## config.mk

```make
export PLATFORM = sky130hd
export DESIGN_NAME = slw_watchdog
export DESIGN_NICKNAME = d
export VERILOG_FILES = /design/src/hdl/slw_pkg.sv /design/src/hdl/slw_step_if.sv /design/src/hdl/slw_watchdog.sv /design/src/hdl/slw_step_gen.sv
export SDC_FILE = /design/constraint.sdc
export NUM_CORES = 1
export LEC_CHECK = 0
export BUFFER_PORTS_ARGS = -buffer_cell sky130_fd_sc_hd__clkbuf_2
export CORE_MARGIN = 5
export CORE_UTILIZATION = 40
export CTS_CLUSTER_DIAMETER = 120
export DETAILED_ROUTE_END_ITERATION = 7
export PLACE_DENSITY_LB_ADDON = 0.1
export RECOVER_POWER = 100
export SYNTH_ARGS = -nofsm -noshare
export SYNTH_HDL_FRONTEND = slang
export SYNTH_SLANG_ARGS = --single-unit
```

## constraint.sdc

```tcl
create_clock -name clk_sys_in -period 2.8 [get_ports clk_sys_in]
set_input_delay 0.42 -clock clk_sys_in [delete_from_list [all_inputs] [get_ports clk_sys_in]]
set_output_delay 0.42 -clock clk_sys_in [all_outputs]
set_load 0.02 [all_outputs]
```

## src/hdl/slw_pkg.sv

```systemverilog
package slw_pkg;
    // ------------------------------------------------------------
    // Timing
    // ------------------------------------------------------------
    localparam int CLK_PERIOD_NS = 20;
    localparam int STEP_TIME_NS = 100_000_000;
    localparam int STEP_CYCLES = STEP_TIME_NS / CLK_PERIOD_NS;
    localparam int STEP_CNT_W = 23;

    // ------------------------------------------------------------
    // Interval setting, in units of 0.1 s
    // ------------------------------------------------------------
    localparam int SETTING_W = 14;
    localparam logic [13:0] SET_TRIP_ON_ENTRY = 14'h0000;
    localparam logic [13:0] SET_MIN_CHECK = 14'h0001;
    localparam logic [13:0] SET_MAX_CHECK = 14'h270E;
    localparam logic [13:0] SET_NO_CHECK = 14'h270F;
    localparam logic [13:0] COUNT_RESET = 14'h0000;
    localparam logic [13:0] COUNT_MAX = 14'h3FFF;

    typedef enum logic [1:0] {
        SLW_IDLE,
        SLW_WAIT_FIRST,
        SLW_TIMING,
        SLW_TRIPPED
    } slw_state_type;
endpackage

```

## src/hdl/slw_step_if.sv

```systemverilog
`timescale 1ns/10ps
interface slw_step_if;
    logic restart;
    logic step;
    modport ctrl (output restart, input step);
    modport gen (input restart, output step);
endinterface

```

## src/hdl/slw_watchdog.sv

```systemverilog
`timescale 1ns/10ps
// Contract
// - On detected link loss raise the link-loss alarm and cut the output.
// - Check only when the interval setting is 0.1 s to 999.8 s.
// - Any received frame clears the counter, whatever its station number.
// - Timing starts at the first frame after entering network mode.
// - A setting of 9999 disables the silence check entirely.
// - A setting of 0 trips the alarm on entry to network mode.
// - Measured silence includes the 3.5 character idle gap.
module slw_watchdog #(
    parameter int STEP_CYCLES = slw_pkg::STEP_CYCLES
) (
    input wire logic clk_sys_in,
    input wire logic rst_in,
    input wire logic frame_rx_in,
    input wire logic net_mode_in,
    input wire logic [slw_pkg::SETTING_W-1:0]
        link_check_interval_setting_in,
    output logic serial_link_loss_alarm_out,
    output logic output_enable_out,
    output logic timing_active_out
);
    import slw_pkg::*;

    // ------------------------------------------------------------
    // 0.1 s time base
    // ------------------------------------------------------------
    // Kept in its own module so the divider length can be set by STEP_CYCLES
    slw_step_if step_if ();

    slw_step_gen #(
        .STEP_CYCLES(STEP_CYCLES)
    ) u_step (
        .clk_sys_in(clk_sys_in),
        .rst_in(rst_in),
        .step_if(step_if)
    );

    // ------------------------------------------------------------
    // Setting decode
    // ------------------------------------------------------------
    function automatic logic check_enabled(input logic [13:0] s);
        return (s >= SET_MIN_CHECK) && (s <= SET_MAX_CHECK);
    endfunction

    function automatic logic trips_on_entry(input logic [13:0] s);
        return s == SET_TRIP_ON_ENTRY;
    endfunction

    // Count above the setting means a whole interval went by silent
    function automatic logic silence_expired(
        input logic [13:0] cnt,
        input logic [13:0] s
    );
        return cnt > s;
    endfunction

    // ------------------------------------------------------------
    // Internal state
    // ------------------------------------------------------------
    slw_state_type state_ff;
    slw_state_type nxt_state;
    logic net_mode_d_ff;
    logic [SETTING_W-1:0] count_ff;
    logic [SETTING_W-1:0] nxt_count;
    logic alarm_ff;
    logic out_en_ff;
    logic timing_ff;
    logic enter_net;
    logic check_on;
    logic trip;
    logic entry_trip;
    logic silence_trip;
    logic frame_clears;

    // ------------------------------------------------------------
    // Trip conditions
    // ------------------------------------------------------------
    assign enter_net = net_mode_in && !net_mode_d_ff;
    assign check_on = check_enabled(link_check_interval_setting_in);
    assign frame_clears = frame_rx_in || state_ff != SLW_TIMING;

    // Only the rising edge of network mode trips a zero setting
    assign entry_trip = enter_net &&
        trips_on_entry(link_check_interval_setting_in);

    // Frame end marks the restart, so the idle gap is counted
    assign silence_trip = state_ff == SLW_TIMING && check_on &&
        !frame_rx_in &&
        silence_expired(count_ff, link_check_interval_setting_in);

    always_comb begin
        trip = 1'b0;
        if (entry_trip) begin
            trip = 1'b1;
        end else if (silence_trip) begin
            trip = 1'b1;
        end
    end

    // ------------------------------------------------------------
    // Sequencing
    // ------------------------------------------------------------
    always_comb begin
        nxt_state = state_ff;
        case (state_ff)
            SLW_IDLE: begin
                if (net_mode_in) begin
                    nxt_state = SLW_WAIT_FIRST;
                end
            end
            SLW_WAIT_FIRST: begin
                if (!net_mode_in) begin
                    nxt_state = SLW_IDLE;
                end else if (frame_rx_in) begin
                    nxt_state = SLW_TIMING;
                end
            end
            SLW_TIMING: begin
                if (!net_mode_in) begin
                    nxt_state = SLW_IDLE;
                end
            end
            SLW_TRIPPED: begin
                // Only reset leaves this state
                nxt_state = SLW_TRIPPED;
            end
            default: begin
                nxt_state = SLW_TRIPPED;
            end
        endcase
        if (trip) begin
            nxt_state = SLW_TRIPPED;
        end
    end

    always_ff @(posedge clk_sys_in) begin
        if (rst_in) begin
            state_ff <= SLW_IDLE;
        end else begin
            state_ff <= nxt_state;
        end
    end

    // ------------------------------------------------------------
    // Network mode edge
    // ------------------------------------------------------------
    // Resets low, so leaving reset in network mode counts as entry
    always_ff @(posedge clk_sys_in) begin
        if (rst_in) begin
            net_mode_d_ff <= 1'b0;
        end else begin
            net_mode_d_ff <= net_mode_in;
        end
    end

    // ------------------------------------------------------------
    // Silence counter
    // ------------------------------------------------------------
    // Divider restarts with the counter so each step is a full 0.1 s
    assign step_if.restart = frame_clears;

    // Saturates rather than wraps, so a stuck count still trips
    always_comb begin
        nxt_count = count_ff;
        if (frame_clears) begin
            nxt_count = COUNT_RESET;
        end else if (step_if.step && count_ff != COUNT_MAX) begin
            nxt_count = count_ff + 1'b1;
        end
    end

    always_ff @(posedge clk_sys_in) begin
        if (rst_in) begin
            count_ff <= COUNT_RESET;
        end else begin
            count_ff <= nxt_count;
        end
    end

    // ------------------------------------------------------------
    // Outputs
    // ------------------------------------------------------------
    // Alarm and cut share one trip term so they never disagree
    always_ff @(posedge clk_sys_in) begin
        if (rst_in) begin
            alarm_ff <= 1'b0;
        end else if (trip) begin
            alarm_ff <= 1'b1;
        end
    end

    always_ff @(posedge clk_sys_in) begin
        if (rst_in) begin
            out_en_ff <= 1'b1;
        end else if (trip) begin
            out_en_ff <= 1'b0;
        end
    end

    // ------------------------------------------------------------
    // Status
    // ------------------------------------------------------------
    // High from the first frame until trip or leaving network mode
    always_ff @(posedge clk_sys_in) begin
        if (rst_in) begin
            timing_ff <= 1'b0;
        end else begin
            timing_ff <= (nxt_state == SLW_TIMING);
        end
    end

    // ------------------------------------------------------------
    // Port drivers
    // ------------------------------------------------------------
    assign serial_link_loss_alarm_out = alarm_ff;
    assign output_enable_out = out_en_ff;
    assign timing_active_out = timing_ff;
endmodule

```

## src/hdl/slw_step_gen.sv

```systemverilog
`timescale 1ns/10ps
module slw_step_gen #(
    parameter int STEP_CYCLES = slw_pkg::STEP_CYCLES
) (
    input wire logic clk_sys_in,
    input wire logic rst_in,
    slw_step_if.gen step_if
);
    import slw_pkg::*;

    localparam logic [STEP_CNT_W-1:0] LAST =
        STEP_CNT_W'(STEP_CYCLES - 1);

    logic [STEP_CNT_W-1:0] div_ff;
    logic step_ff;

    // ------------------------------------------------------------
    // 0.1 s divider, realigned on every frame
    // ------------------------------------------------------------
    always_ff @(posedge clk_sys_in) begin
        if (rst_in || step_if.restart) begin
            div_ff <= '0;
        end else if (div_ff == LAST) begin
            div_ff <= '0;
        end else begin
            div_ff <= div_ff + 1'b1;
        end
    end

    always_ff @(posedge clk_sys_in) begin
        if (rst_in || step_if.restart) begin
            step_ff <= 1'b0;
        end else begin
            step_ff <= (div_ff == LAST);
        end
    end

    assign step_if.step = step_ff;
endmodule

```

### Yosys cells after proc, flatten, opt, wreduce, memory -nomap -nowiden

Cells that the tools add are included.
W data, S select, Z words.

| cells by class | value |
|---|---|
| add/subtract/negate cells | 2 |
| multiply operators | 0 |
| div/mod/pow operators | 0 |
| order comparisons | 3 |
| equal/unequal tests | 7 |
| shift-type cells | 0 |
| mux-type cells | 8 |
| bitwise gates (word level) | 0 |
| reductions and logical operators | 15 |

Operators with widths:

| kind | number |
|---|---|
| $add A23 B1 Y23 const B | 1 |
| $eq A23 B23 Y1 const B | 1 |
| $add A14 B1 Y14 const B | 1 |
| $ge A14 B1 Y1 const B | 1 |
| $gt A14 B14 Y1 | 1 |
| $le A14 B14 Y1 const B | 1 |
| $logic_not A14 Y1 | 1 |
| $ne A14 B14 Y1 const B | 1 |
| $mux W2 | 5 |
| $pmux W2 S4 | 1 |
| $logic_and A1 B1 Y1 | 7 |
| $eq A2 B2 Y1 const B | 3 |
| $reduce_or A2 Y1 | 2 |
| $eq A2 B1 Y1 const B | 1 |
| $logic_not A1 Y1 | 2 |
| $logic_not A2 Y1 | 1 |
| $logic_or A1 B1 Y1 | 2 |
| $mux W1 | 2 |
| $ne A2 B2 Y1 const B | 1 |

| storage, ports and cells | value |
|---|---|
| flip-flop bits (word level) | 44 |
| latch bits | 0 |
| bits in writable memories | 0 |
| ROM bits | 0 |
| input bits | 18 |
| memories | 0 |

### Longest topological paths before layout

| logic depth | value |
|---|---|
| depth in word-level cells | 9 |
| depth in mapped cells | 7 |

### Cells and area by module

From an unflattened synthesis, not the netlist that was laid out.

| unflattened totals | value |
|---|---|
| cell total of the unflattened synthesis | 297 |
| area total of the unflattened synthesis | 2,590.0 um2 |

By module, submodules not included:

| module | instances | cells an instance | area each (um2) |
|---|---|---|---|
| slw_watchdog | 1 | 170 | 1,490.2 |
| slw_step_gen | 1 | 127 | 1,099.8 |

### Least setup slack after synthesis

Ideal clock, no wire load.

| timing path | value |
|---|---|
| path kind | in2reg |
| start point | in link_check_interval_setting_in[4] (netlist bit) |
| end point | reg out_en_ff (netlist: output_enable_out) |
| setup time | 0.116 ns |
| arrival time | 1.731 ns |
| required time | 2.684 ns |
| slack | 0.953 ns |
| stages | 7 |
| path buffers | 0 |
| path through | inv_1 ha_1 nand4_1 nor2_1 a2111oi_0 o211ai_1 a31o_2 |

| on the way | value |
|---|---|
| word-level cells in the longest chain between the ends | 7 |

RTL lines:

| item | RTL line | text |
|---|---|---|
| start: declaration | slw_watchdog.sv:18 | `link_check_interval_setting_in,` |
| $ge A14 B1 Y1 or $le A14 B14 Y1 (tied branches) | slw_watchdog.sv:43 | `return (s >= SET_MIN_CHECK) && (s <= SET_MAX_CHECK);` |
| $logic_and A1 B1 Y1 | slw_watchdog.sv:43 |  |
| $logic_and A1 B1 Y1 (2 in a row) | slw_watchdog.sv:88 | `assign silence_trip = state_ff == SLW_TIMING && check_on &&` |
| $logic_and A1 B1 Y1 | slw_watchdog.sv:89 | `!frame_rx_in &&` |
| $mux W1 | slw_watchdog.sv:96 | `end else if (silence_trip) begin` |
| $mux W1 (*) | slw_watchdog.sv:94 | `if (entry_trip) begin` |
| end signal: assignment | slw_watchdog.sv:195 | `out_en_ff <= 1'b1;` |
| end signal: assignment | slw_watchdog.sv:197 | `out_en_ff <= 1'b0;` |
| end: declaration | slw_watchdog.sv:67 | `logic out_en_ff;` |

Mark *: on every way between the ends. The rest lies on a longest branch, timed or not.
A chain may end at the register's enable or synchronous reset.

### Final worst setup path

| timing path | value |
|---|---|
| start point | reg u_step.div_ff[13] |
| end point | reg u_step.div_ff[13] |

| on the way | value |
|---|---|
| word-level cells in the longest chain between the ends | 2 |

RTL lines:

| item | RTL line | text |
|---|---|---|
| start: declaration | slw_step_gen.sv:14 | `logic [STEP_CNT_W-1:0] div_ff;` |
| start signal: assignment | slw_step_gen.sv:26 | `div_ff <= div_ff + 1'b1;` |
| branches (longest 2 deep; another with $add A23 B1 Y23) | - |  |

Several ways; the timed one is not identified.

==> metrics.md <==
| Metric | Value |
|---|---|
| Outcome | finished, final reports clean |
| Final worst slack | 0.604 ns |
| Area fraction of the dominant cell type after synthesis | 37.3% |
| Main area contributors after synthesis | dfxtp_1, ha_1, nor2_1, xor2_1, xnor2_1 |
| Area Overhead vs Synth | 10.5% |
| WL/cell | approximately 12 um |
| Antenna-violating nets left | 0 |
| DP Cell Count | 364 |
| Most instantiated cells after synthesis | nor2_1, dfxtp_1, inv_1 |
| Antenna violations before repair | 0 |
| CP Depth | 5 |
| Mapped cell area | between 2000 and 2500 um^2 |
| Post-synth top area cell | dfxtp_1 |
| Layout cells sized above 1 | about 10% |
| Overflow after GRT | 0 |
| Final hold vios | 0 |
| HP Class | input port to register |
| Diodes inserted | 0 |
| Number of global-route vias before repair | 1809 |
| Max Freq | 0.455 GHz |
| Core ar. | 5820 um^2 |
| Hpwl dp | 3.53 mm |
| Hold depth | 2 |
| Die Wd | 86.8 um |
| YS warnings | 0 |
| Boundary pin count | 21 |
| Post-synthesis sequential area ratio | a little under two fifths |
| Initial core utilization | 40.6% |
| Max_slew headroom | approximately two fifths |
| Most common cell in the netlist | nor2_1 |
| Global router's overall resource usage | around an eighth |
| Clk pwr share | 38.0% |
| Number of port buffers | 20 |
| Synth Flop Type | dfxtp_1 |
| Number of slew-limit violations in the final report | 0 |
| Syn avg cell area | 8.65 um^2 |
| Maximum vdd drop | roughly 0.24 mV |
| DRT Pass-1 Iters | 4 |
| Clk root buf | clkbuf_8 |
| RR Startpoint | u_step.div_ff[13] |
| Clock Pin Slew Worst Setup and Hold Paths | 0.08 ns |
| Nets@finish | 330 |
| Row cnt | 28 |
| EDFF count, synth | 0 |
| Critical Path Fanout Max | 23 |
| #FFs+latches synth | 44 |
| Htree depth | 2 |
| Leak | between 0.9 and 1 nW |
| CTS tree | done |
| Setup WS pre-CTS | 0.665 ns |
| Slew @ Worst Pin | 0.895 ns |
| Setup crit start kind | register |
| Worst-path cell chain | or4_1 -> nor4_1 -> nand4_1 -> nand2b_1 -> nor2_1 |
| CP Launch Point | u_step.div_ff[13] |
| Finish-stage setup viols | 0 |
| WP buf/inv | 0 |
| Met3 WL | 221 um |
| Clk Latency, worst-skew pair | 0.29 ns |
| Setup CP Type | register to register |
| Routed WL | 4.55 mm |
| Sequential fraction of design power | between 50 and 60% |
| First-pass GRT wire length | 7.97 mm |
| Reg2reg path depth | 5 |
| Largest net degree at the start of global routing | 24 |
| Sw Ratio | roughly a fifth |
| Tmin final | 2.20 ns |
| CP required | 2.94 ns |
| Sw Pwr | 221 uW |
| Finished Layout Cells | 371 |
| DR WL met2 | between 2 and 2.5 mm |
| Die Height | 86.8 um |
| Hold bufs inserted after CTS | 0 |
| Total of fill cells in the finished design | between 600 and 700 |
| Power density over the cells | 417 nW/um^2 |
| Worst path top cell family by delay | simple AND/OR/NAND/NOR gates |
| Top layer in use | met4 |
| Clk sink count | between 40 and 50 |
| Final TNS setup | 0 ns |
| Combinational share of power | 4.1% |
| Netlist cell types | 42 |
| Hold path startpoint | rst_in |
| Setup repair bufs after CTS | 0 |
| Die area | 7540 um^2 |
| Asr flop ratio synth | 0% |
| Mapped Cells | 273 |
| RSZ-0062 raised after global routing | false |
| Worst Setup End Kind | register |
| Number of buffers created by CTS | 5 |
| Clk buf depth | 2 |
| Clk_skew | 0.00516 ns |
| Final period utilization | 78.4% |
| Critical-path top delay cell | nand2b_1 |
| CP max stage delay | 0.67 ns |
| Met1 WL | ~2.2 mm |
| DR vias | 1848 |
| DR iter-0 viols | between 70 and 80 |
| Drt drc | 0 |
| P_int | 867 uW |
| Placer Congestion | a little under 0.8 |
| Max Cap Viol | 0 |
| Vias/cell | 4.98 |
| # resized after CTS | 0 |
| Synthesized net count | 307 |
| Critical path arrival | between 2 and 2.5 ns |
-- sequential cells by signal, indices dropped and copies added, names as in the netlist --
name	count
u_step.div_ff	23
count_ff	14
state_ff	2
net_mode_d_ff	1
output_enable_out	1
serial_link_loss_alarm_out	1
timing_active_out	1
u_step.step_if.step	1
-- through the flow --
stage | hold WS [ns] | util [%] | instance area (um^2) | power (mW)
2_1_floorplan | 0.441 | - | 2360 | 0.666
3_3_place_gp | 0.463 | 43.4 | 2520 | 0.689
3_5_place_dp | 0.455 | 43.4 | 2520 | 0.689
4_1_cts | 0.362 | 45.0 | 2620 | 1.11
5_1_grt | 0.369 | 44.9 | 2610 | 1.15
6_report | 0.373 | 44.9 | 2610 | 1.09
-- area by class of cell --
class,instances,area (um^2),area share (%)
clock buffers,7,96.3,3.69
inverters,21,78.8,3.02
multi-input cells,203,1360,52.0
flip-flops and latches,44,881,33.7
well taps,75,93.8,3.60
repair buffers,21,103,3.93
-- cells in the final DEF, fill, tap and decap left out, types with 6 or more instances in the layout --
cell type  netlist  final
and3_1           6      6
nor2_1          45     45
clkbuf_8         0      7
dfxtp_1         44     44
clkbuf_2         0     16
nand4_1         12     12
nand2_1         17     17
xor2_1          19     19
nand3_1         16     16
inv_1           21     21
ha_1            16     16
xnor2_1         15     15
-- final timing paths --
check | end | slack, ns
setup / recovery | u_step.div_ff[13] | 0.60
setup reg to reg | u_step.div_ff[13] | 0.60
hold / removal | state_ff[0] | 0.37
hold reg to reg | serial_link_loss_alarm_out | 0.46
-- logic make-up after synthesis --
| kind of cell | after synthesis | synth area share (%) |
|---|---|---|
| xor+xnor | 34 | 12.6 |
| fa+ha+maj | 16 | 8.48 |
| compound gates | 27 | 8.00 |
| buf+inv | 26 | 5.09 |
| mux | 1 | 0.424 |
| simple gates | 125 | 28.1 |
| flops | 44 | 37.3 |
-- metal layers --
| metal | GRT usage [%] | vias to the layer above |
|---|---|---|
| met2 | 22.8 | 29 |
| met3 | 3.14 | 7 |
| met5 | 0 | - |
| met4 | 4.53 | 0 |
| met1 | 15.9 | 819 |
| li1 | - | 993 |
-- power groups by stage --
| stage | clock network, mW | logic [mW] | registers, mW |
|---|---|---|---|
| 3_3_place_gp | 0 | 0.0453 | 0.644 |
| 4_1_cts | 0.437 | 0.0457 | 0.629 |
| 6_report | 0.414 | 0.0451 | 0.629 |
| 2_1_floorplan | 0 | 0.0222 | 0.644 |
| 3_5_place_dp | 0 | 0.0454 | 0.644 |
| 5_1_grt | 0.465 | 0.0525 | 0.630 |
No activity file was read; power rests on OpenSTA's default activity.
